==> src/hw/aof_pkg.sv <==
/*
 * Package for the ADC oversampling/averaging filter: register map,
 * control field positions, reset values and the carrier structs.
 * Assumes a 32-bit Avalon-MM slave with word addresses in bytes.
 */
`default_nettype none
package aof_pkg;

    // Register byte offsets.
    localparam logic [3:0] OFS_CONTROL = 4'h0;
    localparam logic [3:0] OFS_RESULT = 4'h4;
    localparam logic [3:0] OFS_IRQ_STATUS = 4'h8;
    localparam logic [3:0] OFS_IRQ_MASK = 4'hC;

    // Control register field positions.
    localparam int FLD_ENABLE = 15;
    localparam int FLD_MODE_HI = 14;
    localparam int FLD_MODE_LO = 13;
    localparam int FLD_RATIO_HI = 12;
    localparam int FLD_RATIO_LO = 10;
    localparam int FLD_IRQ_EN = 9;
    localparam int FLD_READY = 8;
    localparam int FLD_CHAN_HI = 4;
    localparam int FLD_CHAN_LO = 0;

    // Writable bits of the control register; bits 8 and 7..5 excluded.
    localparam logic [15:0] CONTROL_WMASK = 16'hFE1F;
    localparam logic [15:0] CONTROL_RESET = 16'h0000;
    localparam logic [15:0] RESULT_RESET = 16'h0000;

    // Filter mode codes.
    localparam logic [1:0] MODE_OVERSAMPLE = 2'h0;
    localparam logic [1:0] MODE_AVERAGE = 2'h3;

    // Interrupt status bits.
    localparam int IRQ_BIT_READY = 0;
    localparam int IRQ_BIT_OVERRUN = 1;
    localparam logic [1:0] IRQ_RESET = 2'h0;

    // One conversion result from the ADC core.
    typedef struct packed {
        logic valid;
        logic [4:0] channel;
        logic [11:0] data;
    } aof_sample_t;

    // Avalon-MM request from the master.
    typedef struct packed {
        logic read;
        logic write;
        logic [3:0] address;
        logic [31:0] writedata;
    } aof_bus_req_t;

    // Configuration handed to the accumulator.
    typedef struct packed {
        logic enable;
        logic [1:0] mode;
        logic [2:0] ratio;
        logic [4:0] channel;
    } aof_cfg_t;

endpackage
`default_nettype wire

==> src/hw/aof_filter.sv <==
/*
 * ADC oversampling/averaging post-filter with Avalon-MM register access,
 * sticky interrupt status, mask and one level interrupt.
 * Assumes samples and the bus master share clk; reset is asynchronous.
 */
//
// Contract
// RULE1: The filter works on results only while the enable bit 15 is one.
// RULE2: With the enable bit zero the data-ready flag is held clear.
// RULE3: Mode 11 averages, 00 oversamples, 10 and 01 are reserved.
// RULE4: Oversampling ratio codes 7..0 give 128,32,8,2,256,64,16,4 samples.
// RULE5: Oversampled results widen to 12.1, 12.2, 12.3 or 12.4 format.
// RULE6: Averaging ratio codes 7..0 give 256 down to 2 samples.
// RULE7: With interrupt enable set a ready result raises the ADC interrupt; the code also needs irq_mask bit 0 set.
// RULE8: The ready flag sets when a completed result is in the data register.
// RULE9: Reading the data register clears ready; software cannot write it.
// RULE10: Control bits 7 to 5 always read as zero.
// RULE11: Only results of the selected channel are accumulated.
// RULE12: Exactly the programmed count forms one output, then it restarts.
`default_nettype none
module aof_filter (
    // Clock, reset and clock enable.
    input wire logic clk,
    input wire logic rst,
    input wire logic ce,
    // Conversion results from the ADC core.
    input wire logic sample_valid,
    input wire logic [4:0] sample_channel,
    input wire logic [11:0] sample_data,
    // Avalon-MM slave.
    input wire logic [3:0] avs_address,
    input wire logic avs_read,
    input wire logic avs_write,
    input wire logic [31:0] avs_writedata,
    input wire logic [3:0] avs_byteenable,
    output logic [31:0] avs_readdata,
    output logic avs_waitrequest,
    output logic [1:0] avs_response,
    // Common ADC interrupt, level.
    output logic adc_irq
);

    typedef struct packed {
        logic [15:0] control;
        logic [15:0] result;
        logic [1:0] irq_status;
        logic [1:0] irq_mask;
        logic [31:0] readdata;
        logic waitrequest;
        logic [1:0] response;
        logic irq;
    } aof_top_state_t;

    aof_top_state_t state_reg;
    aof_top_state_t state_next;
    aof_pkg::aof_cfg_t cfg;
    aof_pkg::aof_sample_t sample;
    logic [3:0] log2_count;
    logic [3:0] shift;
    logic acc_done;
    logic [15:0] acc_result;
    logic access;
    logic [15:0] wmask;
    logic [1:0] status_set;
    logic [1:0] status_clr;
    logic [1:0] status_new;

    // Byte enables spread to a 16-bit write mask.
    function automatic logic [15:0] lane_mask(input logic [3:0] be);
        lane_mask = {{8{be[1]}}, {8{be[0]}}};
    endfunction

    // Configuration view of the control register.
    always_comb begin
        cfg.enable = state_reg.control[aof_pkg::FLD_ENABLE];
        cfg.mode = state_reg.control[aof_pkg::FLD_MODE_HI:
                                     aof_pkg::FLD_MODE_LO];
        cfg.ratio = state_reg.control[aof_pkg::FLD_RATIO_HI:
                                      aof_pkg::FLD_RATIO_LO];
        cfg.channel = state_reg.control[aof_pkg::FLD_CHAN_HI:
                                        aof_pkg::FLD_CHAN_LO];
        sample.valid = sample_valid;
        sample.channel = sample_channel;
        sample.data = sample_data;
    end

    aof_ratio_decode u_decode (
        .mode(cfg.mode),
        .ratio(cfg.ratio),
        .log2_count(log2_count),
        .shift(shift)
    );

    aof_accum u_accum (
        .clk(clk),
        .rst(rst),
        .ce(ce),
        .cfg(cfg),
        .log2_count(log2_count),
        .shift(shift),
        .sample(sample),
        .done(acc_done),
        .result(acc_result)
    );

    // Bus, result capture, flags and interrupt in one next-state block.
    // A request is answered one cycle after it is first seen, so
    // waitrequest is high in the request cycle and drops in the next.
    always_comb begin
        state_next = state_reg;
        access = (avs_read || avs_write) && state_reg.waitrequest;
        wmask = lane_mask(avs_byteenable) & aof_pkg::CONTROL_WMASK;
        status_set = 2'h0;
        status_clr = 2'h0;
        state_next.waitrequest = 1'b1;
        if (access) begin
            state_next.waitrequest = 1'b0;
            state_next.response = 2'h0;
            state_next.readdata = 32'h00000000;
            case (avs_address)
                aof_pkg::OFS_CONTROL: begin
                    // RULE10: unimplemented bits read zero
                    state_next.readdata = {16'h0000,
                                           state_reg.control & 16'hFF1F};
                    if (avs_write) begin
                        // RULE9: ready bit is not writable
                        // RULE3: mode field stored as written
                        state_next.control =
                            (state_reg.control & ~wmask) |
                            (avs_writedata[15:0] & wmask);
                    end
                end
                aof_pkg::OFS_RESULT: begin
                    state_next.readdata = {16'h0000, state_reg.result};
                    if (avs_read) begin
                        // RULE9: read clears ready
                        state_next.control[aof_pkg::FLD_READY] = 1'b0;
                    end
                end
                aof_pkg::OFS_IRQ_STATUS: begin
                    state_next.readdata = {30'h00000000,
                                           state_reg.irq_status};
                    if (avs_write && avs_byteenable[0]) begin
                        status_clr = avs_writedata[1:0];
                    end
                end
                aof_pkg::OFS_IRQ_MASK: begin
                    state_next.readdata = {30'h00000000,
                                           state_reg.irq_mask};
                    if (avs_write && avs_byteenable[0]) begin
                        state_next.irq_mask = avs_writedata[1:0];
                    end
                end
                default: begin
                    // Unmapped addresses answer with a slave error.
                    state_next.response = 2'h2;
                end
            endcase
        end
        // RULE8: completed result sets ready; wins over a clearing read.
        if (acc_done) begin
            state_next.result = acc_result;
            state_next.control[aof_pkg::FLD_READY] = 1'b1;
            // RULE7: event only when interrupt enable is set
            if (state_reg.control[aof_pkg::FLD_IRQ_EN]) begin
                status_set[aof_pkg::IRQ_BIT_READY] = 1'b1;
            end
            // An unread result being overwritten is flagged.
            if (state_reg.control[aof_pkg::FLD_READY]) begin
                status_set[aof_pkg::IRQ_BIT_OVERRUN] = 1'b1;
            end
        end
        // RULE2: disabled filter keeps ready clear
        if (!state_next.control[aof_pkg::FLD_ENABLE]) begin
            state_next.control[aof_pkg::FLD_READY] = 1'b0;
        end
        // Sticky status: a set in the same cycle beats the clear.
        status_new = (state_reg.irq_status & ~status_clr) | status_set;
        state_next.irq_status = status_new;
        // RULE7: unmasked status drives the common interrupt
        state_next.irq = |(status_new & state_next.irq_mask);
    end

    // State register; everything freezes while the clock enable is low.
    always_ff @(posedge clk or posedge rst) begin
        if (rst) begin
            state_reg.control <= aof_pkg::CONTROL_RESET;
            state_reg.result <= aof_pkg::RESULT_RESET;
            state_reg.irq_status <= aof_pkg::IRQ_RESET;
            state_reg.irq_mask <= aof_pkg::IRQ_RESET;
            state_reg.readdata <= 32'h00000000;
            state_reg.waitrequest <= 1'b1;
            state_reg.response <= 2'h0;
            state_reg.irq <= 1'b0;
        end else if (ce) begin
            state_reg <= state_next;
        end
    end

    // Outputs straight from flip-flops.
    assign avs_readdata = state_reg.readdata;
    assign avs_waitrequest = state_reg.waitrequest;
    assign avs_response = state_reg.response;
    assign adc_irq = state_reg.irq;

endmodule
`default_nettype wire

==> src/hw/aof_ratio_decode.sv <==
/*
 * Ratio decoder: turns mode and ratio field into a log2 sample count
 * and a right shift for the accumulated sum.
 * Assumes purely combinational use by the filter top.
 */
`default_nettype none
module aof_ratio_decode (
    // Configuration.
    input wire logic [1:0] mode,
    input wire logic [2:0] ratio,
    // Decoded values.
    output logic [3:0] log2_count,
    output logic [3:0] shift
);

    // Count and shift; oversampling keeps half the extra bits.
    always_comb begin
        log2_count = 4'h1;
        shift = 4'h0;
        if (mode == aof_pkg::MODE_AVERAGE) begin
            // RULE6: averaging counts
            log2_count = {1'b0, ratio} + 4'h1;
            shift = log2_count;
        end else begin
            // RULE4: oversampling counts
            case (ratio)
                3'h7: log2_count = 4'h7;
                3'h6: log2_count = 4'h5;
                3'h5: log2_count = 4'h3;
                3'h4: log2_count = 4'h1;
                3'h3: log2_count = 4'h8;
                3'h2: log2_count = 4'h6;
                3'h1: log2_count = 4'h4;
                default: log2_count = 4'h2;
            endcase
            // RULE5: result grows by half the log2 ratio
            shift = {1'b0, log2_count[3:1]};
        end
    end

endmodule
`default_nettype wire

==> src/hw/aof_accum.sv <==
/*
 * Sample accumulator: sums the selected channel's results until the
 * programmed count is reached and emits one scaled result.
 * Assumes samples arrive synchronous to clk from the ADC core.
 */
`default_nettype none
module aof_accum (
    // Clock, reset, enable.
    input wire logic clk,
    input wire logic rst,
    input wire logic ce,
    // Configuration and samples.
    input wire aof_pkg::aof_cfg_t cfg,
    input wire logic [3:0] log2_count,
    input wire logic [3:0] shift,
    input wire aof_pkg::aof_sample_t sample,
    // Completed result, one-cycle pulse.
    output logic done,
    output logic [15:0] result
);

    typedef struct packed {
        logic [19:0] sum;
        logic [8:0] count;
        logic done;
        logic [15:0] result;
    } aof_accum_state_t;

    aof_accum_state_t state_reg;
    aof_accum_state_t state_next;
    logic [19:0] sum_new;
    logic [8:0] target;

    // Accumulate and close a block when the count is reached.
    always_comb begin
        state_next = state_reg;
        state_next.done = 1'b0;
        sum_new = state_reg.sum + {8'h00, sample.data};
        target = 9'h001 << log2_count;
        if (!cfg.enable) begin
            // RULE1: inactive filter drops its partial sum
            state_next.sum = 20'h00000;
            state_next.count = 9'h000;
        // RULE11: only the selected channel
        end else if (sample.valid && sample.channel == cfg.channel) begin
            // RULE12: exact count then restart
            if (state_reg.count + 9'h001 == target) begin
                state_next.result = 16'(sum_new >> shift);
                state_next.done = 1'b1;
                state_next.sum = 20'h00000;
                state_next.count = 9'h000;
            end else begin
                state_next.sum = sum_new;
                state_next.count = state_reg.count + 9'h001;
            end
        end
    end

    // State register; frozen while the clock enable is low.
    always_ff @(posedge clk or posedge rst) begin
        if (rst) begin
            state_reg <= '0;
        end else if (ce) begin
            state_reg <= state_next;
        end
    end

    assign done = state_reg.done;
    assign result = state_reg.result;

endmodule
`default_nettype wire

==> config.mk <==
export PLATFORM = sky130hd
export DESIGN_NAME = aof_filter
export DESIGN_NICKNAME = d
export VERILOG_FILES = /design/src/hw/aof_pkg.sv /design/src/hw/aof_filter.sv /design/src/hw/aof_ratio_decode.sv /design/src/hw/aof_accum.sv
export SDC_FILE = /design/constraint.sdc
export NUM_CORES = 1
export LEC_CHECK = 0
export ABC_AREA = 1
export BUFFER_PORTS_ARGS = -buffer_cell sky130_fd_sc_hd__buf_2
export CORE_ASPECT_RATIO = 0.7
export CORE_MARGIN = 2
export CORE_UTILIZATION = 60
export DETAILED_ROUTE_END_ITERATION = 8
export GPL_ROUTABILITY_DRIVEN = 0
export PLACE_DENSITY = 0.94
export SYNTH_ARGS = -nofsm -noshare
export SYNTH_HDL_FRONTEND = slang
export SYNTH_SLANG_ARGS = --single-unit
==> constraint.sdc <==
create_clock -name clk -period 6.95 [get_ports clk]
set_input_delay 0.3475 -clock clk [delete_from_list [all_inputs] [get_ports clk]]
set_output_delay 0.3475 -clock clk [all_outputs]
set_load 0.03 [all_outputs]
==> results.ini <==
[yosys]
syn_area_mm2=0.00717
synth_area_leader_cell=dfrtp_1
ys_types=39
synth_area_leaders=dfrtp_1 34%, nand2_1 15%, nand3_1 12%, inv_1 7.7%, o21ai_0 5.2%
synth-seq-cells=98
seq_area_frac_synth_pct=34.2
synth.top_cell.area_share_pct=33.8
avgSynthCellArea_um2=6.65
ys_warn_count=0
syn_inst=1079

[layout]
n_antenna_cell=0
fin_area_mm2=0.00764
layout.nets=1181
final_cell_mix=294 x nand2_1, 177 x nand3_1, 147 x inv_1
drive_above_1_share_pct=10.7
area_delta_synth_final_pct=6.54
layout_commonest_cell=nand2_1

[critical_path]
cp-end-kind=register
r2r_slack_ns=3.14
crit_family=simple AND/OR/NAND/NOR gates
regToRegEndpoint=u_accum.result[1]
path_max_fanout=29
cpPeakStageDelay_ns=0.75
cp_cell_sequence=inv_1 -> ha_1 -> nor2_1 -> nand2_1 -> nand2_1 -> nand2_4 -> nand2_2 -> nand2_1 -> clkinv_1 -> nand3_1 -> nand3_1 -> nand3_1 -> nand3_1 -> nand2_1 -> nor2_1 -> nor2_1
cp.arrival_ns=4.09
crit_required_ns=7.23
cp-start-kind=register
r2r_cells=16
critPathBufInv=2
slowest_stage=clkinv_1
critPathKind=reg2reg

[detailed_routing]
wl_per_cell_um=14.2
route.detailed.drc=0
drt_first_pass_iters=7
dr_total_vias=7199
drtAntennaViolNets=0
totalWireLength_um=17900
avgViaCountPerCell=5.71
initialDrtViolationCount=939

[die]
std_cell_rows=33
io_pins=99
die_x_um=135
placeableCoreArea_mm2=0.0117
die_area_mm2=0.0129
initial_core_util_pct=61.4
die_h_um=95.5

[sta]
period_minus_slack_ns=3.81
finalSetupViolations=0
relSlewSlack_pct=7.69
tightest_slew_ns=1.38
skew_ns=0.00814
post-route-period-util_pct=54.8
max_freq_mhz=263
drv_slew=0
grt_setup_unrepaired=false
tns_ns=0
hold_viol=0

[cts]
cts-root-buf=clkbuf_16
clkTransAtPathRegs_ns=0.07
numCtsBuffers=9
cts_hold_buf=0
cts_tree=done
clock_sinks=98
cts_resized=0
cts_buffer_depth=2
clock_latency_ns=0.35
cts_setup_buffers=0
htree_levels=3

[pwr]
p_seq_share_pct=39.3
leakage_nw=4.14
internal_power_mw=1.04
ir_worst_vdd_v=0.000140
p_clk_share_pct=34.1
switchingPower_uw=546
power_density_mw_per_mm2=208
swShare_pct=34.3
pwr-share-comb_pct=26.7

[global_routing]
grt_pass1_vias=6456
grt_start_max_net_pins=65
antenna_found_initial=0
grt-ovfl-total=0
grt_pass1_wl_um=29300
grt_usage_pct=28.3

[outcome]
outcome=complete, no violations

[place]
portBuffers=59
hpwl_um=12900
place_area_mm2=0.00732

[hold_path]
hp-class=in2async

[run]
max-cap-violations=0

[through the flow]
stage                     std cells  worst slack (ns)  util [%]  total power [mW]  hold slack (ns)
after global routing           1260              2.72      65.4              1.67           0.0497
after global placement         1245              3.31      62.7              1.03            0.387
after CTS                      1260              3.23      65.4              1.58           0.0194
after floorplan                1095              4.04         -             0.968            0.446
final                          1260              3.14      65.4              1.59          0.00489
after detailed placement       1245              3.24      62.7              1.04            0.394
[cell usage after synthesis (all sizes together)]
library cell,count
nand2,302
nand3,178
inv,152
dfrtp,97
o21ai,91
nor2,78
buf,48
clkbuf,23
a21oi,21
ha,18
nand4,14
xor2,9
mux2,8
nand3b,7
nor3,7
o22ai,5
o211ai,4
or2,3
xnor2,3
clkinv,2
a2111oi,1
a311oi,1
a31o,1
and2,1
conb,1
dfstp,1
fa,1
o2111ai,1
o32ai,1
[power groups by stage]
stage | Combinational (mW) | Sequential, mW | Clock [mW]
2_1_floorplan | 0.336 | 0.631 | 0
3_3_place_gp | 0.400 | 0.632 | 0
3_5_place_dp | 0.408 | 0.634 | 0
4_1_cts | 0.413 | 0.624 | 0.545
5_1_grt | 0.470 | 0.628 | 0.567
6_report | 0.424 | 0.625 | 0.542
[logic make-up after synthesis]
group,after synthesis,synth area share [%]
AND/OR/NAND/NOR,590,36.0
other,1,0.0523
AO/OA/AOI/OAI,126,9.28
adder cells (fa/ha/maj),19,3.42
flip-flops,98,34.2
XOR/XNOR,12,1.47
buffers and inverters,225,14.3
multiplexers,8,1.26
[worst reg2reg max path, stage by stage, from the launching register on]
cell	delay, ns
dfrtp_1	0.45
inv_1	0.15
ha_1	0.20
nor2_1	0.06
nand2_1	0.06
nand2_1	0.10
nand2_4	0.11
nand2_2	0.07
nand2_1	0.65
clkinv_1	0.75
nand3_1	0.36
nand3_1	0.20
nand3_1	0.17
nand3_1	0.08
nand2_1	0.13
nor2_1	0.05
nor2_1	0.14
[per-layer routing]
metal | global-route usage (%) | up-vias | wire (um)
li1 | - | 3449 | -
met2 | 43.4 | 404 | 7950
met3 | 7.76 | 64 | 1860
met5 | 0 | - | 0
met1 | 39.0 | 3282 | 7680
met4 | 9.47 | 0 | 453
[final cells by class]
class,count,area [um2]
repair buffers,64,333
well taps,157,196
clock buffers,10,229
clock inverters,5,87.6
inverters,154,581
multi-input cells,772,3760
flip-flops and latches,98,2450
fillers,954,4040
[worst max path at each step]
stage	startpoint	to	slack, ns	cells after the start
detailed placement	register	u_accum.result[2]	3.24	11
floorplan	rst	asynchronous set/reset pin	4.04	1
global route	register	u_accum.result[3]	2.72	15
CTS	register	u_accum.result[2]	3.23	11
global placement	register	u_accum.result[1]	3.31	11
finish	register	u_accum.result[1]	3.14	16
Power figures use the tool's default switching activity.
